===== src/verilog/dsw_pkg.sv =====
// Operation
// Deep sleep entry sets sticky status flag
// Software decodes reset cause from two flags
// True power-on reset clears all logic
// Arm bit selects deep or normal sleep
// Deep sleep wake clears arm bit
// Calendar wake disable blocks alarm wake
// Discharge wake disable blocks its wake
// Brownout bit set only by active detector
// Deep brownout never wakes, only re-arms
// Pin hold keeps pins at entry state
// Control bits survive deep sleep exit
// Setting arm clears wake source bits
// Wake bits survive exit reset
// Supply power-on flag settable any time
// Edge pin assertion sets edge flag
// Fault in deep sleep sets fault flag
// Watchdog and alarm set their flags
// Enabled reset pin sets its flag
// Software clears flags, then pin hold
// Discharge pin low wakes normal sleep
// Discharge wake sets interrupt flag
// Software charges pin, then enables module
// Arm needs 55h then AAh key
// Events during power-on sequence ignored
// Reset pin wake resets pins, keeps state
// Pin hold cleared only by software
// Unused bits read zero
package dsw_pkg;
    localparam int ADR_W = 8;
    localparam logic [ADR_W-1:0] OFS_CTRL = 8'h00;
    localparam logic [ADR_W-1:0] OFS_WAKE = 8'h04;
    localparam logic [ADR_W-1:0] OFS_KEY = 8'h08;
    localparam logic [ADR_W-1:0] OFS_RSTC = 8'h0C;
    localparam logic [ADR_W-1:0] OFS_SDCON = 8'h10;
    localparam logic [ADR_W-1:0] OFS_IRQF = 8'h14;
    // Control register fields
    localparam int CTRL_ARM_B = 15;
    localparam int CTRL_CALDIS_B = 8;
    localparam int CTRL_SDDIS_B = 2;
    localparam int CTRL_BOR_B = 1;
    localparam int CTRL_HOLD_B = 0;
    // Wake source fields
    localparam int WAKE_EDGE_B = 8;
    localparam int WAKE_FLT_B = 7;
    localparam int WAKE_WDT_B = 4;
    localparam int WAKE_CAL_B = 3;
    localparam int WAKE_RST_B = 2;
    localparam int WAKE_POR_B = 0;
    localparam logic [15:0] WAKE_MASK = 16'h019D;
    // Reset control, discharge control, interrupt flag fields
    localparam int RSTC_DS_B = 10;
    localparam int RSTC_POR_B = 0;
    localparam int SD_EN_B = 15;
    localparam int SD_SINK_B = 8;
    localparam int IRQF_SD_B = 0;
    // Unlock keys and states
    localparam logic [7:0] KEY_FIRST = 8'h55;
    localparam logic [7:0] KEY_SECOND = 8'hAA;
    localparam logic [1:0] UNL_IDLE = 2'h0;
    localparam logic [1:0] UNL_HALF = 2'h1;
    localparam logic [1:0] UNL_OPEN = 2'h2;
    // Power-on sequence after deep sleep exit
    localparam int CLK_NS = 40;
    localparam int POR_SEQ_NS = 2000;
    localparam int CNT_W = 8;
    localparam logic [CNT_W-1:0] POR_SEQ_CYC = CNT_W'((POR_SEQ_NS + CLK_NS - 1) / CLK_NS);
    localparam logic POR_FLAG_RST = 1'b1;
    typedef enum logic [1:0] {ST_RUN, ST_SLEEP, ST_DEEP, ST_WAKE} dsw_mode_t;
    typedef struct packed {
        logic reset_pin_n;
        logic edge_pin;
        logic discharge_pin;
        logic wdt;
        logic alarm;
        logic bor;
        logic supply_por;
        logic fault;
    } dsw_evt_t;
    localparam dsw_evt_t EVT_IDLE = 8'hA0;
    typedef struct packed {
        logic cyc;
        logic stb;
        logic we;
        logic [ADR_W-1:0] adr;
        logic [3:0] sel;
        logic [31:0] dat;
    } dsw_wb_req_t;
    typedef struct packed {
        logic ack;
        logic [31:0] dat;
    } dsw_wb_rsp_t;
endpackage

===== src/verilog/dsw_ctrl.sv =====
`timescale 1ns/10ps
module dsw_ctrl
    import dsw_pkg::*;
(
    input wire logic ref_clk_in,
    input wire logic sys_rst_in,
    input wire dsw_wb_req_t wb_req_in,
    output dsw_wb_rsp_t wb_rsp_out,
    input wire logic power_save_exec_in,
    input wire dsw_evt_t wake_evt_in,
    input wire logic reset_pin_en_in,
    input wire logic edge_pin_en_in,
    input wire logic brownout_en_in,
    output logic deep_sleep_out,
    output logic sleep_out,
    output logic wake_reset_out,
    output logic por_rearm_out,
    output logic pin_hold_out,
    output logic io_reset_out,
    output logic sd_sink_out
);
    typedef struct packed {
        dsw_mode_t mode;
        logic arm;
        logic cal_dis;
        logic sd_dis;
        logic bor_evt;
        logic hold;
        logic [15:0] wake;
        logic ds_flag;
        logic por_flag;
        logic [1:0] unlock;
        logic sd_en;
        logic sd_sink;
        logic sd_irq;
        logic [CNT_W-1:0] cnt;
        logic io_rst;
        logic deep_o;
        logic sleep_o;
        logic wrst_o;
        logic rearm_o;
        dsw_evt_t sync1;
        dsw_evt_t sync2;
        logic ack;
        logic [31:0] rdat;
    } dsw_state_t;

    dsw_state_t s;
    dsw_state_t n;

    // Merge a bus write into a 16-bit register by byte lane
    function automatic logic [15:0] wmerge(input logic [15:0] old, input logic [31:0] d, input logic [3:0] sel);
        logic [15:0] r;
        r = old;
        if (sel[0]) begin
            r[7:0] = d[7:0];
        end
        if (sel[1]) begin
            r[15:8] = d[15:8];
        end
        return r;
    endfunction

    dsw_evt_t ev;
    logic acc;
    logic wr;
    logic wk_rst;
    logic wk_edge;
    logic wk_cal;
    logic wk_sd;
    logic any_wake;
    logic [15:0] ctrl_rd;
    logic [15:0] rstc_rd;
    logic [15:0] sdcon_rd;
    logic [15:0] wv;

    // Wake qualification from synchronised events
    assign ev = s.sync2;
    assign acc = wb_req_in.cyc & wb_req_in.stb & ~s.ack;
    assign wr = acc & wb_req_in.we;
    assign wk_rst = reset_pin_en_in & ~ev.reset_pin_n;
    assign wk_edge = edge_pin_en_in & ev.edge_pin;
    assign wk_cal = ~s.cal_dis & ev.alarm;
    assign wk_sd = ~s.sd_dis & s.sd_en & ~ev.discharge_pin;
    assign any_wake = wk_rst | wk_edge | wk_cal | wk_sd | ev.wdt | ev.supply_por;

    // Readback views, unused bits forced low
    always_comb begin
        ctrl_rd = '0;
        ctrl_rd[CTRL_ARM_B] = s.arm;
        ctrl_rd[CTRL_CALDIS_B] = s.cal_dis;
        ctrl_rd[CTRL_SDDIS_B] = s.sd_dis;
        ctrl_rd[CTRL_BOR_B] = s.bor_evt;
        ctrl_rd[CTRL_HOLD_B] = s.hold;
        rstc_rd = '0;
        rstc_rd[RSTC_DS_B] = s.ds_flag;
        rstc_rd[RSTC_POR_B] = s.por_flag;
        sdcon_rd = '0;
        sdcon_rd[SD_EN_B] = s.sd_en;
        sdcon_rd[SD_SINK_B] = s.sd_sink;
    end

    // Next state: bus writes first, hardware sets after so they win
    always_comb begin
        n = s;
        wv = '0;
        n.sync1 = wake_evt_in;
        n.sync2 = s.sync1;
        n.ack = acc;
        n.rdat = '0;
        if (acc && !wb_req_in.we) begin
            if (wb_req_in.adr == OFS_CTRL) begin
                n.rdat = {16'h0000, ctrl_rd};
            end else if (wb_req_in.adr == OFS_WAKE) begin
                n.rdat = {16'h0000, s.wake & WAKE_MASK};
            end else if (wb_req_in.adr == OFS_RSTC) begin
                n.rdat = {16'h0000, rstc_rd};
            end else if (wb_req_in.adr == OFS_SDCON) begin
                n.rdat = {16'h0000, sdcon_rd};
            end else if (wb_req_in.adr == OFS_IRQF) begin
                n.rdat[IRQF_SD_B] = s.sd_irq;
            end
        end
        if (wr) begin
            if (wb_req_in.adr == OFS_CTRL) begin
                wv = wmerge(ctrl_rd, wb_req_in.dat, wb_req_in.sel);
                n.unlock = UNL_IDLE;
                if (!wv[CTRL_ARM_B]) begin
                    n.arm = 1'b0;
                end else if (s.unlock == UNL_OPEN) begin
                    n.arm = 1'b1;
                    if (!s.arm) begin
                        n.wake = '0;
                    end
                end
                n.cal_dis = wv[CTRL_CALDIS_B];
                n.sd_dis = wv[CTRL_SDDIS_B];
                n.bor_evt = s.bor_evt & wv[CTRL_BOR_B];
                n.hold = s.hold & wv[CTRL_HOLD_B];
            end else if (wb_req_in.adr == OFS_WAKE) begin
                wv = wmerge(s.wake, wb_req_in.dat, wb_req_in.sel);
                n.wake = s.wake & wv & WAKE_MASK;
            end else if (wb_req_in.adr == OFS_KEY && wb_req_in.sel[0]) begin
                // Any stray key value drops back to idle
                if (wb_req_in.dat[7:0] == KEY_FIRST) begin
                    n.unlock = UNL_HALF;
                end else if (wb_req_in.dat[7:0] == KEY_SECOND && s.unlock == UNL_HALF) begin
                    n.unlock = UNL_OPEN;
                end else begin
                    n.unlock = UNL_IDLE;
                end
            end else if (wb_req_in.adr == OFS_RSTC) begin
                wv = wmerge(rstc_rd, wb_req_in.dat, wb_req_in.sel);
                n.ds_flag = s.ds_flag & wv[RSTC_DS_B];
                n.por_flag = s.por_flag & wv[RSTC_POR_B];
            end else if (wb_req_in.adr == OFS_SDCON) begin
                wv = wmerge(sdcon_rd, wb_req_in.dat, wb_req_in.sel);
                n.sd_en = wv[SD_EN_B];
                n.sd_sink = wv[SD_SINK_B];
            end else if (wb_req_in.adr == OFS_IRQF) begin
                n.sd_irq = s.sd_irq & wb_req_in.dat[IRQF_SD_B];
            end
        end
        // Power state sequencer
        case (s.mode)
            ST_RUN: begin
                if (ev.supply_por) begin
                    n.wake[WAKE_POR_B] = 1'b1;
                end
                if (power_save_exec_in) begin
                    if (s.arm) begin
                        n.mode = ST_DEEP;
                        n.ds_flag = 1'b1;
                        n.deep_o = 1'b1;
                    end else begin
                        n.mode = ST_SLEEP;
                        n.sleep_o = 1'b1;
                    end
                end
            end
            ST_SLEEP: begin
                if (ev.supply_por) begin
                    n.wake[WAKE_POR_B] = 1'b1;
                end
                if (s.sd_en && !ev.discharge_pin) begin
                    n.mode = ST_RUN;
                    n.sleep_o = 1'b0;
                    n.sd_irq = 1'b1;
                end
            end
            ST_DEEP: begin
                // Brownout sets its flag and re-arms the supply detector, but never wakes
                if (ev.bor && brownout_en_in) begin
                    n.bor_evt = 1'b1;
                    n.rearm_o = 1'b1;
                end
                if (ev.fault) begin
                    n.wake[WAKE_FLT_B] = 1'b1;
                end
                if (any_wake) begin
                    n.mode = ST_WAKE;
                    // Build on the written value so a same-cycle clear is kept
                    n.wake[WAKE_EDGE_B] = n.wake[WAKE_EDGE_B] | wk_edge;
                    n.wake[WAKE_WDT_B] = n.wake[WAKE_WDT_B] | ev.wdt;
                    n.wake[WAKE_CAL_B] = n.wake[WAKE_CAL_B] | wk_cal;
                    n.wake[WAKE_RST_B] = n.wake[WAKE_RST_B] | wk_rst;
                    n.wake[WAKE_POR_B] = n.wake[WAKE_POR_B] | ev.supply_por;
                    n.arm = 1'b0;
                    n.hold = 1'b1;
                    n.por_flag = 1'b1;
                    n.deep_o = 1'b0;
                    n.wrst_o = 1'b1;
                    n.rearm_o = 1'b0;
                    n.io_rst = wk_rst;
                    n.cnt = '0;
                end
            end
            ST_WAKE: begin
                // Wake events here are dropped until the sequence ends
                n.cnt = s.cnt + CNT_W'(1);
                if (s.cnt == POR_SEQ_CYC - CNT_W'(1)) begin
                    n.mode = ST_RUN;
                    n.wrst_o = 1'b0;
                    n.io_rst = 1'b0;
                end
            end
            default: begin
                n.mode = ST_RUN;
            end
        endcase
    end

    // Only a true power-on reset clears any of this state
    always_ff @(posedge ref_clk_in or posedge sys_rst_in) begin
        if (sys_rst_in) begin
            s <= '0;
            s.por_flag <= POR_FLAG_RST;
            s.sync1 <= EVT_IDLE;
            s.sync2 <= EVT_IDLE;
        end else begin
            s <= n;
        end
    end

    // Every output straight from the state register
    assign wb_rsp_out.ack = s.ack;
    assign wb_rsp_out.dat = s.rdat;
    assign deep_sleep_out = s.deep_o;
    assign sleep_out = s.sleep_o;
    assign wake_reset_out = s.wrst_o;
    assign por_rearm_out = s.rearm_o;
    assign pin_hold_out = s.hold;
    assign io_reset_out = s.io_rst;
    assign sd_sink_out = s.sd_sink;

    localparam int SEQ_HOLD = int'(POR_SEQ_CYC) - 1;
    logic ctrl_wr;
    assign ctrl_wr = wr && wb_req_in.adr == OFS_CTRL && wb_req_in.sel[1];

    AST_ENTER_FLAG: assert property (@(posedge ref_clk_in) disable iff (sys_rst_in)
        s.mode == ST_RUN && power_save_exec_in && s.arm |=> s.ds_flag && deep_sleep_out ##1 s.ds_flag)
        else $error("deep sleep entry did not set status flag");
    AST_NORMAL_SLEEP: assert property (@(posedge ref_clk_in) disable iff (sys_rst_in)
        s.mode == ST_RUN && power_save_exec_in && !s.arm |=> s.mode == ST_SLEEP && sleep_out && !deep_sleep_out)
        else $error("unarmed power save did not enter normal sleep");
    AST_WAKE_DISARM: assert property (@(posedge ref_clk_in) disable iff (sys_rst_in)
        s.mode == ST_DEEP && any_wake |=> !s.arm && pin_hold_out && wake_reset_out)
        else $error("deep sleep wake left arm bit set");
    AST_CAL_BLOCKED: assert property (@(posedge ref_clk_in) disable iff (sys_rst_in)
        s.mode == ST_DEEP && s.cal_dis && !wr |=> s.wake[WAKE_CAL_B] == $past(s.wake[WAKE_CAL_B]))
        else $error("disabled calendar alarm recorded a wake");
    AST_BOR_NO_WAKE: assert property (@(posedge ref_clk_in) disable iff (sys_rst_in)
        s.mode == ST_DEEP && !any_wake && ev.bor && brownout_en_in |=> s.mode == ST_DEEP && s.bor_evt && por_rearm_out)
        else $error("brownout left deep sleep or was not recorded");
    AST_ARM_CLEARS: assert property (@(posedge ref_clk_in) disable iff (sys_rst_in)
        $rose(s.arm) |-> s.wake[15:1] == 15'h0000)
        else $error("setting arm did not clear wake sources");
    AST_UNLOCK_NEEDED: assert property (@(posedge ref_clk_in) disable iff (sys_rst_in)
        ctrl_wr && !s.arm && s.unlock != UNL_OPEN |=> !s.arm)
        else $error("arm set without unlock sequence");
    AST_SEQ_IGNORED: assert property (@(posedge ref_clk_in) disable iff (sys_rst_in)
        s.mode == ST_WAKE && !wr |=> $stable(s.wake))
        else $error("event recorded during power-on sequence");
    AST_SD_WAKE: assert property (@(posedge ref_clk_in) disable iff (sys_rst_in)
        s.mode == ST_SLEEP && s.sd_en && !ev.discharge_pin |=> s.mode == ST_RUN && s.sd_irq && !sleep_out)
        else $error("discharge wake missed or flag not set");
    AST_HOLD_SW: assert property (@(posedge ref_clk_in) disable iff (sys_rst_in)
        !s.hold && s.mode != ST_DEEP |=> !s.hold)
        else $error("pin hold set outside deep sleep wake");
    AST_SEQ_LEN: assert property (@(posedge ref_clk_in) disable iff (sys_rst_in)
        $rose(wake_reset_out) |-> ##SEQ_HOLD wake_reset_out ##1 !wake_reset_out)
        else $error("power-on sequence length wrong");
endmodule


===== config.mk =====
export PLATFORM = sky130hd
export DESIGN_NAME = dsw_ctrl
export DESIGN_NICKNAME = d
export VERILOG_FILES = /design/src/verilog/dsw_pkg.sv /design/src/verilog/dsw_ctrl.sv
export SDC_FILE = /design/constraint.sdc
export NUM_CORES = 1
export LEC_CHECK = 0
export BUFFER_PORTS_ARGS = -buffer_cell sky130_fd_sc_hd__buf_2
export CORE_MARGIN = 5
export CORE_UTILIZATION = 54
export DETAILED_ROUTE_END_ITERATION = 7
export GPL_ROUTABILITY_DRIVEN = 0
export PLACE_DENSITY_LB_ADDON = 0.2
export SYNTH_ARGS = -nofsm -noshare
export SYNTH_HDL_FRONTEND = slang
export SYNTH_SLANG_ARGS = --single-unit
export TNS_END_PERCENT = 5

===== constraint.sdc =====
create_clock -name ref_clk_in -period 3.61 [get_ports ref_clk_in]
set_clock_uncertainty 0.15 [all_clocks]
set_input_delay 0.5415 -clock ref_clk_in [delete_from_list [all_inputs] [get_ports ref_clk_in]]
set_output_delay 0.5415 -clock ref_clk_in [all_outputs]
set_load 0.02 [all_outputs]

### Word level (Yosys, flattened, before mapping)

Cells that the tools add are included.

| storage, ports and cells | value |
|---|---|
| register bits | 92 |
| input bits | 61 |
| output and inout bits | 40 |
| logic and storage cells | 218 |

| cells by class | value |
|---|---|
| add/subtract/negate cells | 1 |
| eq/ne operators | 25 |
| muxes and demuxes | 94 |
| bitwise gates (word level) | 33 |
| reduce and logical (&&, ||, !) cells | 27 |

Operators by type and width:

| operator | count |
|---|---|
| $mux W16 | 8 |
| $mux W8 | 8 |
| $mux W3 | 15 |
| $mux W1 | 35 |
| $mux W2 | 16 |
| $mux W32 | 1 |
| $mux W28 | 1 |
| $pmux W9 S2 | 1 |
| $eq A8 B4 Y1 const B | 2 |
| $eq A8 B5 Y1 const B | 2 |
| $ne A2 B2 Y1 const B | 8 |
| $mux W15 | 1 |
| $and A1 B1 Y1 | 13 |
| $reduce_and A3 Y1 | 4 |
| $reduce_and A4 Y1 | 3 |
| $reduce_bool A2 Y1 | 6 |
| $mux W10 | 1 |
| $or A1 B1 Y1 | 10 |
| $and A9 B9 Y9 | 1 |
| $not A1 Y1 | 9 |
| $add A8 B1 Y8 const B | 1 |
| $eq A8 B3 Y1 const B | 1 |
| $eq A8 B6 Y1 const B | 1 |
| $eq A8 B7 Y1 const B | 1 |
| other kinds (17) | 31 |

### Depth between registers and ports, before layout

Gate-level depths: netlist of the first run.

| logic depth | value |
|---|---|
| depth in word-level cells | 15 |
| depth in mapped cells | 6 |
| depth with buffers taken out | 6 |

### Worst setup path after synthesis of the first run

No wires, ideal clock.

| path | value |
|---|---|
| path kind | input to register |
| from | in wb_req_in[41] (netlist bit) |
| to | reg s[69] (netlist bit) |
| setup time | 121 ps |
| arrival time | 1,885 ps |
| data required time | 3,339 ps |
| setup slack | 1,454 ps |
| stages | 5 |
| path buffers | 1 |
| cell sequence | or3_4 > or3_4 > buf_6 > a211o_1 > a22o_1 |

RTL lines:

| item | RTL line | RTL |
|---|---|---|
| from (decl) | dsw_ctrl.sv:7 | `input wire dsw_wb_req_t wb_req_in,` |
| to (signal assigned) | dsw_ctrl.sv:241 | `s <= n;` |
| to (decl) | dsw_ctrl.sv:48 | `dsw_state_t s;` |

### Final worst setup path of the first run

| path | value |
|---|---|
| from | reg s (netlist bit wb_rsp_out[32]) |
| to | reg s[65] (netlist bit) |

| on the way | value |
|---|---|
| word-level cells in the longest chain between the ends | 4 |

RTL lines:

| item | RTL line | RTL |
|---|---|---|
| $not A1 Y1 | dsw_ctrl.sv:79 | `assign acc = wb_req_in.cyc & wb_req_in.stb & ~s.ack;` |
| $and A1 B1 Y1 | dsw_ctrl.sv:79 |  |
| $and A1 B1 Y1 | dsw_ctrl.sv:80 | `assign wr = acc & wb_req_in.we;` |
| $reduce_and A3 Y1 (no source line) | n/a |  |

No other way between the ends.
A chain may end at the register's enable or synchronous reset.

==> flow_summary.json, run 1 <==
{
  "ys.warnings.count": 0,
  "ctsResizeCount": 0,
  "cts_buffer_depth": 2,
  "avgSynthCellArea_um2": 10.66,
  "r2r-start": "wb_rsp_out[32]",
  "synth_edf_count": 0,
  "wl_per_cell_um": 14.79,
  "ys_seq_area_share_pct": 51.32,
  "cts_hold_buf": 1,
  "placed_cell_area_um2": 3052,
  "grt.total_usage_pct": 18.10,
  "routed_wl_um": 5811,
  "grt_pass1_vias": 2075,
  "grt-ovfl-total": 0,
  "ff2ff_path_depth": 4,
  "firstDrtPassIters": 4,
  "dpl.hpwl_um": 4366,
  "core-area_um2": 5140,
  "max_freq_ghz": 0.4851,
  "remaining_drc_errors": 0,
  "min_period_over_period_pct": 57.10,
  "dieArea_um2": 6913,
  "cts_tree": "built",
  "criticalPathCategory": "flop to flop",
  "endpoint_kind": "flop",
  "nets": 382,
  "grt_max_degree": 44,
  "synth_seq_cells": 59,
  "max_cap_violations": 0,
  "ios": 101,
  "netlist_instances": 271,
  "start_util_pct": 56.21,
  "status": "completed",
  "cts.sinks": 59,
  "cp-start-kind": "flop",
  "reg2reg_to": "s[65]",
  "synthTopCellsByArea": "dfrtp_1 47%, buf_4 8.6%, dfstp_2 4.5%",
  "crit_fanout": 11,
  "crit_arrival_ns": 2.14,
  "antenna_found_initial": 0,
  "drt_iter0_drc": 181,
  "cts_buffers": 9,
  "synth.distinct_cells": 57,
  "ys_top_cells_by_count": "54 x dfrtp_1, 33 x buf_4, 19 x nor2_1",
  "die_y_um": 83.15,
  "setup_viol_count_final": 0,
  "hold_viol": 0,
  "port_buffers": 54,
  "yosysMostFrequentCell": "dfrtp_1",
  "yosysTopAreaCellShare_pct": 46.77,
  "cts.clk_slew.worst_paths_ns": 0.07,
  "vias": 2089,
  "hold_path_class": "primary input to flop",
  "rows": 26,
  "rsz0062_at_grt": "no",
  "synth_top_area_cell": "dfrtp_1",
  "tns_ns": 0,
  "drive_gt1_share_pct": 30.34,
  "rrSetupSlack_ns": 1.55,
  "slew_viol_final": 0,
  "ys.flop_type": "dfrtp_1",
  "min_path_cells": 1,
  "ir_worst_vdd_uv": 312.1,
  "cts_setup_buffers": 0,
  "area_growth_pct": 14.25,
  "worst_pin_slew_ns": 0.7808,
  "cp.required_ns": 3.69,
  "whs_endpoint": "n[38]",
  "die_w_um": 83.15,
  "cts_root_buffer": "clkbuf_8",
  "slew_headroom_pct": 47.60,
  "syn_area_um2": 2889,
  "insertedDiodeCount": 0,
  "routed_via_density": 5.316,
  "leakagePower_nw": 1.592,
  "worstHoldStart": "wake_evt_in[5]",
  "htreeDepth": 3,
  "synthArstFlopShare_pct": 100.0,
  "finalPower_mw": 1.483,
  "final_cell_area_um2": 3301,
  "clk_latency_ns": 0.34,
  "ant_nets": 0,
  "power_density_nw_per_um2": 449.4,
  "period_needed_ns": 2.061,
  "grt_pass1_wl_um": 9998,
  "fillers": 441
}
## metal layers
layer	GRT usage (%)	vias to the layer above	part of all wire (%)
met4	5.646	0	2.0
met5	0	-	0
met1	24.31	1002	45
met2	26.60	73	46
li1	-	1001	-
met3	7.624	13	6.9
## worst max-delay path, cell delays in order (launching register included)
cell      delay (ns)
dfrtp_1         0.40
nand4b_1        0.49
nor2_1          0.41
nand3_1         0.19
mux2_2          0.30
## cell usage in the layout, fill, tap and decap left out, types with 5 or more instances in the layout
| cell | synthesis | layout |
|---|---|---|
| a31oi_1 | 5 | 5 |
| dfstp_2 | 5 | 5 |
| nand2_1 | 15 | 15 |
| or2_2 | 5 | 5 |
| clkbuf_8 | 0 | 9 |
| nand4b_1 | 5 | 5 |
| nor3_1 | 8 | 8 |
| inv_1 | 12 | 11 |
| buf_2 | 0 | 54 |
| nand3_1 | 9 | 9 |
| nor2_1 | 19 | 19 |
| dfrtp_1 | 54 | 54 |
| and3_1 | 5 | 5 |
| nand2b_1 | 8 | 8 |
| conb_1 | 1 | 23 |
| a21oi_1 | 5 | 5 |
| mux2_2 | 7 | 7 |
| o21ai_0 | 6 | 6 |
## stage by stage
stage          instances  worst slack [ns]  util (%)  hold slack (ns)
3_3_place_gp         377             1.319     59.37           0.1813
4_1_cts              393             1.563     64.22           0.1315
5_1_grt              393             1.385     64.22           0.1192
6_report             393             1.549     64.22           0.1475
3_5_place_dp         377             1.296     59.37           0.1847
2_1_floorplan        293             1.454         -           0.1812
## report_power, final
group | leakage [nW] | switching (mW) | internal (mW)
Combinational | 0.752 | 0.0628 | 0.0276
Sequential | 0.724 | 0.00407 | 0.674
Clock | 0.115 | 0.259 | 0.456
Total | 1.59 | 0.326 | 1.16
## layout make-up
cell class / count / area (um2) / area share [%]
inverters: 12 / 45.04 / 1.365
clock buffers: 9 / 123.9 / 3.753
repair buffers: 56 / 287.8 / 8.719
well taps: 70 / 87.58 / 2.654
multi-input cells: 181 / 1159 / 35.10
flip-flops and latches: 59 / 1483 / 44.92
clock inverters: 6 / 115.1 / 3.487
## kinds of logic after synthesis
family / count (synthesis) / share of synthesized area (%)
multiplexers: 10 / 3.768
adder cells (fa/ha/maj): 2 / 0.8660
other: 1 / 0.1298
buffers and inverters: 53 / 11.43
AND/OR/NAND/NOR: 95 / 19.66
XOR/XNOR: 1 / 0.3032
flip-flops: 59 / 51.32
AO/OA/AOI/OAI: 50 / 12.52
## flip-flops by register name (all words and copies together) (netlist names)
| register | flops |
|---|---|
| por_rearm_out | 1 |
| io_reset_out | 1 |
| wb_rsp_out | 10 |
| s | 20 |
| n | 8 |
| pin_hold_out | 1 |
| sd_sink_out | 1 |
| rstc_rd | 2 |
| wake_reset_out | 1 |
| ev | 8 |
| sleep_out | 1 |
| deep_sleep_out | 1 |
| ctrl_rd | 4 |
## worst max-delay path by stage
stage                        endpoint  cells after the start            from
after detailed placement  sd_sink_out                      5   wb_req_in[41]
after global routing            s[66]                      4  wb_rsp_out[32]
final                           s[65]                      4  wb_rsp_out[32]
after floorplan                 s[69]                      5   wb_req_in[41]
after global placement          s[64]                      5   wb_req_in[41]
after CTS                       s[66]                      4  wb_rsp_out[32]
No activity file was read; power rests on OpenSTA's default activity.
==> inputs of run 2 (changes only) <==
ABC_AREA = 1   (was default)
CORE_UTILIZATION = 51   (was 54)
clock period = 2 ns   (was 3.61 ns; I/O delays follow)
==> flow_summary.json, run 2 <==
{
  "synth.distinct_cells": 29,
  "cpPeakStageDelay_ns": 0.39,
  "crit_fanout": 5,
  "ys_top_cells_by_count": "122 x nand2_1, 54 x dfrtp_1, 40 x inv_1",
  "p_int_mw": 2.115,
  "routed_wl_um": 6254,
  "post-route-util_pct": 60.46,
  "crit_chain": "nor3_1, inv_1, nor2_1, nand2_1, nand2_1, nand2_1",
  "cp.depth": 6,
  "status": "completed",
  "synthTopCellsByArea": "dfrtp_1 45%, nand2_1 15%, buf_4 8.2%",
  "grt.total_usage_pct": 18.08,
  "cts_hold_buf": 9,
  "area_growth_pct": 16.53,
  "ys.flop_type": "dfrtp_1",
  "endpoint_kind": "flop",
  "routed_via_density": 4.670,
  "cts_buffers": 9,
  "antenna_found_initial": 0,
  "setup_viol_count_final": 0,
  "cts_buffer_depth": 2,
  "synth_top_area_cell": "dfrtp_1",
  "synth_edf_count": 0,
  "cts.sinks": 59,
  "period_needed_ns": 1.730,
  "cts_tree": "built",
  "die_y_um": 87.15,
  "cts_root_buffer": "clkbuf_8",
  "rsz0062_at_grt": "no",
  "crit_buf_inv": 1,
  "crit_arrival_ns": 1.80,
  "rows": 28,
  "ys.warnings.count": 0,
  "final_common_cell": "nand2_1",
  "min_period_over_period_pct": 86.51,
  "wl_per_cell_um": 11.94,
  "drive_gt1_share_pct": 20.94,
  "dpl.hpwl_um": 4812,
  "firstDrtPassIters": 4,
  "ant_nets": 0,
  "cp.required_ns": 2.07,
  "endpoint": "s[64]",
  "insertedDiodeCount": 0,
  "ctsResizeCount": 0,
  "hold_path_class": "primary input to flop",
  "start_util_pct": 51.88,
  "startpoint": "wb_rsp_out[32]",
  "clkPwrFrac_pct": 30.0,
  "leakagePower_nw": 1.951,
  "clk_latency_ns": 0.33,
  "ys_seq_area_share_pct": 48.85,
  "core-area_um2": 5851,
  "max_flop_register": "s",
  "criticalPathCategory": "flop to flop",
  "netlist_instances": 379,
  "yosysTopAreaCellShare_pct": 44.52,
  "drt_iter0_drc": 105,
  "rrSetupSlack_ns": 0.27,
  "nets": 507,
  "reg2reg_to": "s[64]",
  "switchingPower_mw": 1.100,
  "avgSynthCellArea_um2": 8.009,
  "ir_worst_vdd_uv": 482.8,
  "synthArstFlopShare_pct": 100.0,
  "crit_family": "simple AND/OR/NAND/NOR gates",
  "synth_seq_cells": 59,
  "power_density_nw_per_um2": 909.1,
  "max_freq_ghz": 0.5780,
  "ff2ff_path_depth": 6,
  "syn_area_um2": 3035,
  "grt_pass1_vias": 2345,
  "vias": 2447,
  "grt-ovfl-total": 0,
  "htreeDepth": 3,
  "remaining_drc_errors": 0,
  "slew_viol_final": 0,
  "cts.clk_slew.worst_paths_ns": 0.07,
  "r2r-start": "wb_rsp_out[32]",
  "grt_pass1_wl_um": 10610,
  "cp-start-kind": "flop",
  "port_buffers": 54,
  "dieArea_um2": 7594,
  "hold_viol": 0,
  "largest_register_ff_count": 20,
  "layout_common_cells": "122 x nand2_1, 54 x dfrtp_1, 54 x buf_2",
  "swShare_pct": 34.21,
  "power_frac_comb_pct": 23.1,
  "fillers": 516,
  "crit_path_top_delay_cell": "dfrtp_1",
  "ios": 101,
  "seqPwrFrac_pct": 46.9,
  "die_w_um": 87.15,
  "cts_setup_buffers": 0,
  "cp_common_cell": "nand2_1",
  "tns_ns": 0,
  "yosysMostFrequentCell": "nand2_1",
  "grt_max_degree": 25,
  "max_cap_violations": 0
}
## run 2: layout make-up
class,count,area [um2],share of cell area [%]
multi-input combinational,265,1220,34.49
clock buffer,12,155.1,4.386
timing repair buffer,67,402.9,11.39
inverter,42,157.7,4.457
sequential,59,1483,41.92
clock inverter,4,25.02,0.7075
tap,75,93.84,2.653
## run 2: how the worst min path moves through the flow
stage	startpoint	end	slack (ns)	depth (start not counted)
global placement	sys_rst_in	s[56]	0.18	2
CTS	wb_req_in[45]	wb_rsp_out[32]	0.06	3
finish	wb_req_in[45]	wb_rsp_out[32]	0.07	3
detailed placement	sys_rst_in	s[56]	0.18	2
global route	wb_req_in[45]	wb_rsp_out[32]	0.06	3
floorplan	wake_evt_in[5]	n[38]	0.15	0
## run 2: per-layer routing
metal,track usage [%],up-vias,share of wire (%)
li1,-,1249,-
met1,25.02,1123,46
met2,28.23,69,47
met3,4.352,6,6.3
met4,5.579,0,0.58
met5,0,-,0
## run 2: logic make-up (layout without fill, tap and decap cells)
kind of cell,after synthesis,after routing,share of synthesized area (%)
fa+ha+maj,2,2,0.8243
flops,59,59,48.85
compound gates,30,30,5.317
other cells,1,23,0.1235
simple gates,210,210,31.20
buf+inv,77,125,13.69
## run 2: power by group through the flow
stage	Clock, mW	Combinational [mW]	Sequential [mW]
global route	1.05	0.859	1.52
CTS	0.995	0.747	1.51
floorplan	0	0.559	1.50
finish	0.966	0.742	1.51
detailed placement	0	0.726	1.53
global placement	0	0.706	1.52
## run 2: worst register-to-register path: cells and delay by family (launching register included)
kind,cells,cell delay (ns)
buffers and inverters,1,0.17
DFF,1,0.39
and+or+nand+nor,5,0.91
## run 2: metrics by stage
step	hold WS [ns]	instances	instance area, um2	setup slack (ns)	power, mW
2_1_floorplan	0.1545	401	3118	0.1019	2.060
3_3_place_gp	0.1794	499	3267	0.3312	2.228
3_5_place_dp	0.1775	499	3267	0.2911	2.254
4_1_cts	0.06235	524	3537	0.2762	3.247
5_1_grt	0.06315	524	3537	0.09662	3.432
6_report	0.07010	524	3537	0.2698	3.215
